### src/sysctl_defines.svh
// Purpose: constants for the system control register bank
// Assumes: included by bare name from the bank and core-end modules
// Notes: register numbers follow the coprocessor register selector
`ifndef SYSCTL_DEFINES_SVH
`define SYSCTL_DEFINES_SVH

`define REG_SYSTEM_CONTROL   4'h1
`define REG_CACHABLE_AREAS   4'h2
`define SEL_DATA_AREAS       3'h0
`define SEL_INSTR_AREAS      3'h1

`define BIT_IMEM_LOAD_MODE   19
`define BIT_IMEM_ENABLE      18
`define BIT_DMEM_LOAD_MODE   17
`define BIT_DMEM_ENABLE      16
`define BIT_LOAD_SWITCH_DIS  15
`define BIT_ROUND_ROBIN      14
`define BIT_ALT_VECTOR       13
`define BIT_ICACHE_ENABLE    12
`define BIT_BIG_ENDIAN       7
`define BIT_DCACHE_ENABLE    2
`define BIT_PROT_ENABLE      0

// writable bits; everything else is reserved
`define CTRL_WRITE_MASK      32'h000F_F085
// reserved one-bits as returned on read
`define CTRL_SBO_VALUE       32'h0000_0078
`define CTRL_RESET_VALUE     32'h0000_0000
`define AREAS_RESET_VALUE    8'h00

`define VECTOR_BASE_LOW      32'h0000_0000
`define VECTOR_BASE_HIGH     32'hFFFF_0000

`endif

### src/sysctl_pkg.sv
// Purpose: types for the system control register bank
// Assumes: nothing
// Notes: constants live in sysctl_defines.svh
package sysctl_pkg;
  typedef logic [31:0] word_t;
  typedef logic [7:0]  areas_t;
  typedef enum logic [1:0] {
    XFER_IDLE,
    XFER_WAIT
  } xfer_state_t;
endpackage

### src/sysctl_if.sv
// Purpose: coprocessor register transfer link between core and bank
// Assumes: one clock, mclk, shared by both ends
// Notes: request held until ack; one transfer outstanding
`timescale 1ns/1ps
interface sysctl_if
  import sysctl_pkg::*;
  ();
  logic       req;
  logic       wr;
  logic [3:0] reg_num;
  logic [2:0] sel;
  word_t      wdata;
  logic       ack;
  word_t      rdata;

  modport core (output req, output wr, output reg_num, output sel,
                output wdata, input ack, input rdata);
  modport bank (input req, input wr, input reg_num, input sel,
                input wdata, output ack, output rdata);
endinterface

### src/sysctl_bank.sv
// Purpose: control register and cachable-area registers of the core
// Assumes: straps stable around reset release; requests held until ack
// Notes: one transfer per two cycles; ack is a one-cycle pulse
`timescale 1ns/1ps
// How it works
// - software writes reserved fields legally or preserves
// - reserved control bits read unpredictable values
// - instruction memory load mode, resets clear
// - instruction memory enable, reset from strap
// - data memory load mode, resets clear
// - data memory enable, priority, resets clear
// - load state switch disable, resets clear
// - replacement select round-robin or random, resets clear
// - vector base zero or high page
// - alternate vector from strap, then writable
// - instruction cache needs enable and protection
// - no instruction cache enable without cache
// - endian bit big when set, resets clear
// - data cache needs enable and protection
// - no data cache enable without cache
// - protection clear disables caches, write buffer
// - program a region before enabling protection
// - selector picks data or instruction areas
// - eight cachable bits, one per area
module sysctl_bank
  import sysctl_pkg::*;
(
  input  wire logic mclk,
  input  wire logic rst,
  input  wire logic clk_en,
  input  wire logic instr_mem_init_strap,
  input  wire logic high_vector_strap,
  sysctl_if.bank    link,
  output logic      imem_load_mode,
  output logic      imem_enable,
  output logic      dmem_load_mode,
  output logic      dmem_enable,
  output logic      load_state_switch_dis,
  output logic      round_robin,
  output word_t     vector_base,
  output logic      icache_on,
  output logic      big_endian,
  output logic      dcache_on,
  output logic      prot_on,
  output logic      write_buffer_on,
  output areas_t    data_cachable_areas,
  output areas_t    instr_cachable_areas
);
`include "sysctl_defines.svh"

  typedef struct packed {
    logic   strap_pend;
    word_t  system_control;
    areas_t data_areas;
    areas_t instr_areas;
    logic   ack;
    word_t  rdata;
    logic   icache_on;
    logic   dcache_on;
    logic   wb_on;
    word_t  vbase;
  } bank_state_t;

  bank_state_t s_q;
  bank_state_t s_d;
  word_t       ctrl_n;
  word_t       rd_word;
  logic        take;

  // decode used for both read and write paths
  function automatic logic is_areas(input logic [3:0] r,
                                    input logic [2:0] sel,
                                    input logic [2:0] want);
    return (r == `REG_CACHABLE_AREAS) && (sel == want);
  endfunction

  // reserved control bits are not stored
  function automatic word_t ctrl_store(input word_t v);
    return v & `CTRL_WRITE_MASK;
  endfunction

  // a cache runs only with its own enable and protection enable
  function automatic logic cache_gate(input word_t c,
                                      input logic  enable_bit);
    return enable_bit & c[`BIT_PROT_ENABLE];
  endfunction

  function automatic word_t areas_word(input areas_t a);
    return {24'h00_0000, a};
  endfunction

  // unmapped numbers and selectors read as zero
  function automatic word_t read_mux(input logic [3:0] r,
                                     input logic [2:0] sel,
                                     input word_t      ctrl,
                                     input areas_t     da,
                                     input areas_t     ia);
    word_t v;
    v = 32'h0000_0000;
    case (r)
      `REG_SYSTEM_CONTROL: begin
        // reserved one-bits read as set; treat as unpredictable
        v = ctrl | `CTRL_SBO_VALUE;
      end
      `REG_CACHABLE_AREAS: begin
        if (is_areas(r, sel, `SEL_DATA_AREAS)) begin
          v = areas_word(da);
        end else if (is_areas(r, sel, `SEL_INSTR_AREAS)) begin
          v = areas_word(ia);
        end else begin
          v = 32'h0000_0000;
        end
      end
      default: begin
        v = 32'h0000_0000;
      end
    endcase
    return v;
  endfunction

  always_comb begin
    s_d     = s_q;
    s_d.ack = 1'b0;
    ctrl_n  = s_q.system_control;
    take    = link.req && !s_q.ack;
    rd_word = read_mux(link.reg_num, link.sel, s_q.system_control,
                       s_q.data_areas, s_q.instr_areas);
    // straps caught by a clocked load just after reset release
    if (s_q.strap_pend) begin
      ctrl_n[`BIT_IMEM_ENABLE] = instr_mem_init_strap;
      ctrl_n[`BIT_ALT_VECTOR]  = high_vector_strap;
      s_d.strap_pend           = 1'b0;
    end
    // ack high blocks retaking the request still held on the ack edge
    if (take) begin
      s_d.ack = 1'b1;
      if (link.wr) begin
        case (link.reg_num)
          `REG_SYSTEM_CONTROL: begin
            ctrl_n = ctrl_store(link.wdata);
          end
          `REG_CACHABLE_AREAS: begin
            if (is_areas(link.reg_num, link.sel, `SEL_DATA_AREAS)) begin
              s_d.data_areas = link.wdata[7:0];
            end
            if (is_areas(link.reg_num, link.sel, `SEL_INSTR_AREAS)) begin
              s_d.instr_areas = link.wdata[7:0];
            end
          end
          default: begin
            // writes to unmapped numbers are dropped
          end
        endcase
      end else begin
        // read data then holds until the next read
        s_d.rdata = rd_word;
      end
    end
    s_d.system_control = ctrl_n;
    // a write setting cache and protection together takes effect at once
    s_d.icache_on = cache_gate(ctrl_n,
                               ctrl_n[`BIT_ICACHE_ENABLE]);
    s_d.dcache_on = cache_gate(ctrl_n,
                               ctrl_n[`BIT_DCACHE_ENABLE]);
    s_d.wb_on     = ctrl_n[`BIT_PROT_ENABLE];
    // registered so the vector base output comes from a flip-flop
    s_d.vbase     = ctrl_n[`BIT_ALT_VECTOR] ? `VECTOR_BASE_HIGH
                                            : `VECTOR_BASE_LOW;
  end

  always_ff @(posedge mclk or posedge rst) begin
    if (rst) begin
      // async branch loads constants only; straps follow one edge later
      s_q <= '0;
      s_q.strap_pend <= 1'b1;
      s_q.system_control <= `CTRL_RESET_VALUE;
      s_q.data_areas <= `AREAS_RESET_VALUE;
      s_q.instr_areas <= `AREAS_RESET_VALUE;
      // protection off at reset: caches and write buffer off too
      s_q.icache_on <= 1'b0;
      s_q.dcache_on <= 1'b0;
      s_q.wb_on <= 1'b0;
      s_q.vbase <= `VECTOR_BASE_LOW;
    end else if (clk_en) begin
      s_q <= s_d;
    end
  end

  assign link.ack              = s_q.ack;
  assign link.rdata            = s_q.rdata;
  assign imem_load_mode        = s_q.system_control[`BIT_IMEM_LOAD_MODE];
  assign imem_enable           = s_q.system_control[`BIT_IMEM_ENABLE];
  assign dmem_load_mode        = s_q.system_control[`BIT_DMEM_LOAD_MODE];
  assign dmem_enable           = s_q.system_control[`BIT_DMEM_ENABLE];
  assign load_state_switch_dis =
    s_q.system_control[`BIT_LOAD_SWITCH_DIS];
  assign round_robin = s_q.system_control[`BIT_ROUND_ROBIN];
  assign vector_base           = s_q.vbase;
  assign icache_on             = s_q.icache_on;
  assign big_endian            = s_q.system_control[`BIT_BIG_ENDIAN];
  assign dcache_on             = s_q.dcache_on;
  assign prot_on               = s_q.system_control[`BIT_PROT_ENABLE];
  assign write_buffer_on       = s_q.wb_on;
  assign data_cachable_areas   = s_q.data_areas;
  assign instr_cachable_areas  = s_q.instr_areas;
endmodule

### src/flat_wrapper.sv
// flat-port wrapper written by rule: the top's interface ports become plain ports
module sysctl_bank_flat import sysctl_pkg::*;
  (mclk, rst, clk_en, instr_mem_init_strap, high_vector_strap, imem_load_mode, imem_enable, dmem_load_mode, dmem_enable, load_state_switch_dis, round_robin, vector_base, icache_on, big_endian, dcache_on, prot_on, write_buffer_on, data_cachable_areas, instr_cachable_areas, link_req, link_wr, link_reg_num, link_sel, link_wdata, link_ack, link_rdata);
  sysctl_if link_i ();
  input  wire logic mclk;
  input  wire logic rst;
  input  wire logic clk_en;
  input  wire logic instr_mem_init_strap;
  input  wire logic high_vector_strap;
  output logic imem_load_mode;
  output logic imem_enable;
  output logic dmem_load_mode;
  output logic dmem_enable;
  output logic load_state_switch_dis;
  output logic round_robin;
  output word_t vector_base;
  output logic icache_on;
  output logic big_endian;
  output logic dcache_on;
  output logic prot_on;
  output logic write_buffer_on;
  output areas_t data_cachable_areas;
  output areas_t instr_cachable_areas;
  input wire logic [$bits(link_i.req)-1:0] link_req;
  input wire logic [$bits(link_i.wr)-1:0] link_wr;
  input wire logic [$bits(link_i.reg_num)-1:0] link_reg_num;
  input wire logic [$bits(link_i.sel)-1:0] link_sel;
  input wire logic [$bits(link_i.wdata)-1:0] link_wdata;
  output wire logic [$bits(link_i.ack)-1:0] link_ack;
  output wire logic [$bits(link_i.rdata)-1:0] link_rdata;
  assign link_i.req = link_req;
  assign link_i.wr = link_wr;
  assign link_i.reg_num = link_reg_num;
  assign link_i.sel = link_sel;
  assign link_i.wdata = link_wdata;
  assign link_ack = link_i.ack;
  assign link_rdata = link_i.rdata;
  sysctl_bank u_core (.mclk(mclk), .rst(rst), .clk_en(clk_en), .instr_mem_init_strap(instr_mem_init_strap), .high_vector_strap(high_vector_strap), .link(link_i), .imem_load_mode(imem_load_mode), .imem_enable(imem_enable), .dmem_load_mode(dmem_load_mode), .dmem_enable(dmem_enable), .load_state_switch_dis(load_state_switch_dis), .round_robin(round_robin), .vector_base(vector_base), .icache_on(icache_on), .big_endian(big_endian), .dcache_on(dcache_on), .prot_on(prot_on), .write_buffer_on(write_buffer_on), .data_cachable_areas(data_cachable_areas), .instr_cachable_areas(instr_cachable_areas));
endmodule
### config.mk
export PLATFORM = sky130hd
export DESIGN_NAME = sysctl_bank_flat
export DESIGN_NICKNAME = d
export VERILOG_FILES = /design/src/sysctl_pkg.sv /design/src/sysctl_if.sv /design/src/sysctl_bank.sv /design/src/flat_wrapper.sv
export VERILOG_INCLUDE_DIRS = /design/src /design/src/src
export SDC_FILE = /design/constraint.sdc
export NUM_CORES = 1
export LEC_CHECK = 0
export BUFFER_PORTS_ARGS = -buffer_cell sky130_fd_sc_hd__buf_2
export CAP_MARGIN = 5
export CORE_MARGIN = 2
export CORE_UTILIZATION = 40
export CTS_BUF_LIST = sky130_fd_sc_hd__clkbuf_4
export CTS_CLUSTER_DIAMETER = 150
export DETAILED_ROUTE_END_ITERATION = 12
export PLACE_DENSITY = 0.81
export SYNTH_ARGS = -nofsm -noshare
export SYNTH_HDL_FRONTEND = slang
export SYNTH_SLANG_ARGS = --single-unit
### constraint.sdc
create_clock -name mclk -period 2.3 [get_ports mclk]
set_clock_uncertainty 0.1 [all_clocks]
set_input_delay 0 -clock mclk [delete_from_list [all_inputs] [get_ports mclk]]
set_output_delay 0 -clock mclk [all_outputs]
set_load 0.05 [all_outputs]
# Yosys cells after proc, flatten, opt, wreduce, memory -nomap -nowiden
# Cells that the tools add are included.
# totals
in_bits,46
regBits,96
elab_cells,37
output_inout_bits,92
# classes
n_reduce_logical,9
n_eq_ne,3
bitwise,3
muxes,11
# ops
op,count
$mux 32,2
$mux 19,3
$pmux 20 s2,1
$mux 33,1
$mux 8,2
$reduce_and 5->1,2
$eq 4x1->1 const B,1
$eq 4x2->1 const B,1
$reduce_and 4->1,1
$eq 3x1->1 const B,1
$logic_and 1x1->1,3
$logic_not 3->1,1
$reduce_and 3->1,1
$and 1x1->1,2
$mux 1,2
$logic_not 1->1,1
$not 1->1,1

# Logic depth before layout (Yosys ltp)
# depth
ltp_word,7
mapped_depth,5
ltp_nobuf,3

# Worst setup path after synthesis
# No wires, ideal clock.
# synth_timing
kind,register to register
startpoint,"reg u_core.s_q, in the netlist u_core.link.ack"
endpoint,"reg u_core.s_q, in the netlist u_core.dmem_enable"
path_stages_with_launch,6
path_buffers,2
slack_ns,0.283
synth_period_minus_slack_ns,2.017
arrival_time_ns,1.792
path_cell_list,dfrtp_1 and4b_1 clkbuf_1 and2_0 buf_2 mux2_2
# synth_via
elab_chain_cells,3
# synth_rtl
element,line_no,text
"start, declared",sysctl_bank.sv:64,bank_state_t s_q;
$logic_not 1->1,sysctl_bank.sv:125,take = link.req && !s_q.ack;
$logic_and 1x1->1,sysctl_bank.sv:125,
$reduce_and 4->1 (no source line),n/a,
# No other way between the ends.
# A chain may end at the register's enable or synchronous reset.

# Worst setup path in the final report
# layout_timing
startpoint,in link_reg_num[2]
endpoint,reg u_core.s_q[97] (netlist name)
# layout_via
elab_chain_cells,4
# layout_rtl
element,line_no,text
"start, declared",flat_wrapper.sv:26,input wire logic [$bits(link_i.reg_num)-1:0] link_reg_num;
$eq 4x1->1,sysctl_bank.sv:138,case (link.reg_num)
$mux 19,sysctl_bank.sv:138,
$mux 19,sysctl_bank.sv:137,if (link.wr) begin
$mux 19,sysctl_bank.sv:135,if (take) begin
# No other way between the ends.

==> out/qor.csv <==
metric,value,unit
Least-Margin Pin Slew,0.9635,ns
Hold Path Class,primary input to flop,
RSZ-0062 raised after global routing,false,
vias in the first global route,1776,
Netlist cell types,31,
Compound-Gate Fraction of Synth Area,7.475,%
port bufs,89,
Clk network pwr share,18.8,%
final setup margin,0.09564,ns
TritonCTS Buffers,5,
total wire length,5590,um
top_reg_cell synth,dfrtp_1,
total track usage,15.21,%
most frequent CP cell,dlygate4sd3_1,
"Hold Vio Cnt, Final",0,
die area,0.007321,mm2
internal power,1192,uW
CP max stage cell,or4b_2,
Die W,85.57,um
area grow syn2layout,13.96,%
sequential element share of the synthesized area,44.24,%
TritonRoute pass-1 iters,4,
post_cts resized,0,
max-cap violations,0,
root buf cell,clkbuf_4,
largest family of logic cells by synthesized area,buffers and inverters,
Net Sw Frac,41.66,%
crit-path cells,"dlygate4sd3_1, buf_2, or4b_2, o2111ai_1, o211ai_1, dlygate4sd3_1",
post-synthesis mux area share,13.96,%
Synth warnings,0,
Crit Path Category,primary input to flop,
XOR/XNOR Fraction of Synth Area,0,%
"top cells by count, synth","81 x buf_4, 46 x dfrtp_1, 33 x mux2_2",
flop-to-flop setup slack,0.15,ns
top area cells in the synthesized netlist,"dfrtp_1 43%, buf_4 23%, mux2_2 14%",
Power Dens Cells,673.9,mW/mm2
grt ovf,0,
combinational share of power,35.5,%
final setup fails,0,
Max Slew Vio Count,0,
Post-Synth Adder-Cell Area,0,%
vias,1847,
CP endpoint kind,flop,
core area,0.006386,mm2
via/cell ratio,4.810,
synthesized instance count,236,
Switch Pwr,851.6,uW
Worst setup endpoint,u_core.s_q[97],
Ports,138,
R2R Path Start,u_core.link.ack,
Die H,85.57,um
HPWL after DPL,3933,um
H-tree levels,2,
mapped cell area,0.002661,mm2
CTS tree,built,
nets,352,
leading area contributor after synthesis,dfrtp_1,
most frequent cell after synthesis,buf_4,
Bufs on Longest Clock Path,2,
RR Endpoint,u_core.imem_enable,
VDD IR max,0.3009,mV
layout cell share with drive strength beyond 1,46.91,%
area share of the largest cell type after synthesis,43.25,%
drt wl/cell,14.56,um
CTS Sinks,47,
CTS Hold Bufs,25,
"EDFF count, synth",0,
num rows,29,
Clock transition at path regs,0.13,ns
Final TNS setup,0,ns
"Max FO, Critical Path",5,
Worst-Skew Late Latency,0.35,ns
Overall Power,2044,uW
initial antenna violation count,0,
CP startpoint,link_reg_num[2],
setup bufs post-CTS,0,
GPL Wtd Cong,0.8119,
Antenna Nets Post-Route,0,
post-synthesis average cell area,11.28,um2
first-pass GRT wire length,8721,um
final worst path period need,2.204,ns
Worst path max stage delay,0.74,ns
final worst-path cycle share,95.84,%
Starting Density,41.67,%
register share of total power,45.7,%
Place WS,0.4740,ns
initial drt markers,123,
arrival time worst endpoint,2.35,ns
Antenna Cells,0,
largest net degree at the start of global routing,48,
worst reg2reg path depth,5,
Max transition margin,35.67,%
Worst Path Required,2.45,ns
Post-synth ARST share,100.0,%
drt drc,0,
startpoint types,primary input,
status,completed,
Leak,0.001679,uW
post-synthesis simple-gate area fraction,10.16,%
post-synthesis register bit count,47,
Fmax,453.6,MHz
power by group through the flow:
stage               clock [uW]  combinational (uW)  sequential (uW)
CTS                        398                 727              934
detailed placement           0                 690              951
global placement             0                 685              947
global route               443                 758              944
floorplan                    0                 618             1010
finish                     384                 727              934
cell usage in the layout, fill, tap and decap left out, types with 4 or more instances in the layout:
cell           instances
buf_2                 89
dfrtp_1               46
mux2_2                33
conb_1                32
dlygate4sd3_1         25
nand3_1                9
nor2_1                 8
a22o_1                 8
a21oi_1                7
clkbuf_4               7
nand2_1                6
buf_4                  5
o2111ai_1              4
registers in the layout (all words and copies together), names as in the netlist, 4 cells and up:
signal / cells
u_core.s_q: 4
u_core.link.rdata: 16
u_core.data_cachable_areas: 8
u_core.instr_cachable_areas: 8
critical path, delay by kind of cell:
kind                   cells  cell delay, ns
AO/OA/AOI/OAI              2            0.35
AND/OR/NAND/NOR            1            0.74
buffers and inverters      3            1.25
kinds of logic (layout without fill, tap and decap cells):
group	after synthesis	after routing
buffers and inverters	89	129
flip-flops	47	47
AND/OR/NAND/NOR	39	39
multiplexers	33	33
AO/OA/AOI/OAI	27	27
other	1	32
metrics by stage:
stage / hold WS, ns / utilization (%) / area, um2 / instances
finish: 0.02253 / 47.49 / 3033 / 384
global route: 0.005530 / 47.49 / 3033 / 384
CTS: 0.002708 / 47.49 / 3033 / 384
detailed placement: 0.1363 / 42.67 / 2725 / 351
global placement: 0.1327 / 42.67 / 2725 / 351
floorplan: 0.05007 / - / 2778 / 267
metal layers:
layer  GRT usage [%]  wire length (um)
met5               0                 0
met4           7.071               141
met3           3.080               296
met2           25.78              2861
met1           18.65              2291
area by class of cell:
class | count | area [um2]
Inverter | 2 | 7.507
Timing Repair Buffer | 119 | 733.2
Sequential cell | 47 | 1177
Clock buffer | 7 | 52.55
Fill cell | 583 | 3353
Clock inverter | 1 | 5.005
Multi-Input combinational cell | 131 | 960.9
Tap cell | 77 | 96.34
worst min path at each step:
| stage | endpoint | slack (ns) | cells past startpoint | from |
|---|---|---|---|---|
| 2_1_floorplan | u_core.link.ack | 0.05 | 2 | link_req |
| 4_1_cts | u_core.link.rdata[0] | 0.003 | 4 | link_wr |
| 5_1_grt | u_core.link.rdata[3] | 0.006 | 5 | link_wr |
| 3_5_place_dp | u_core.dmem_load_mode | 0.14 | 2 | link_wdata[17] |
| 6_report | u_core.link.rdata[7] | 0.02 | 4 | link_wr |
| 3_3_place_gp | u_core.dmem_enable | 0.13 | 2 | link_wdata[16] |
(Power assumes the default switching activity.)
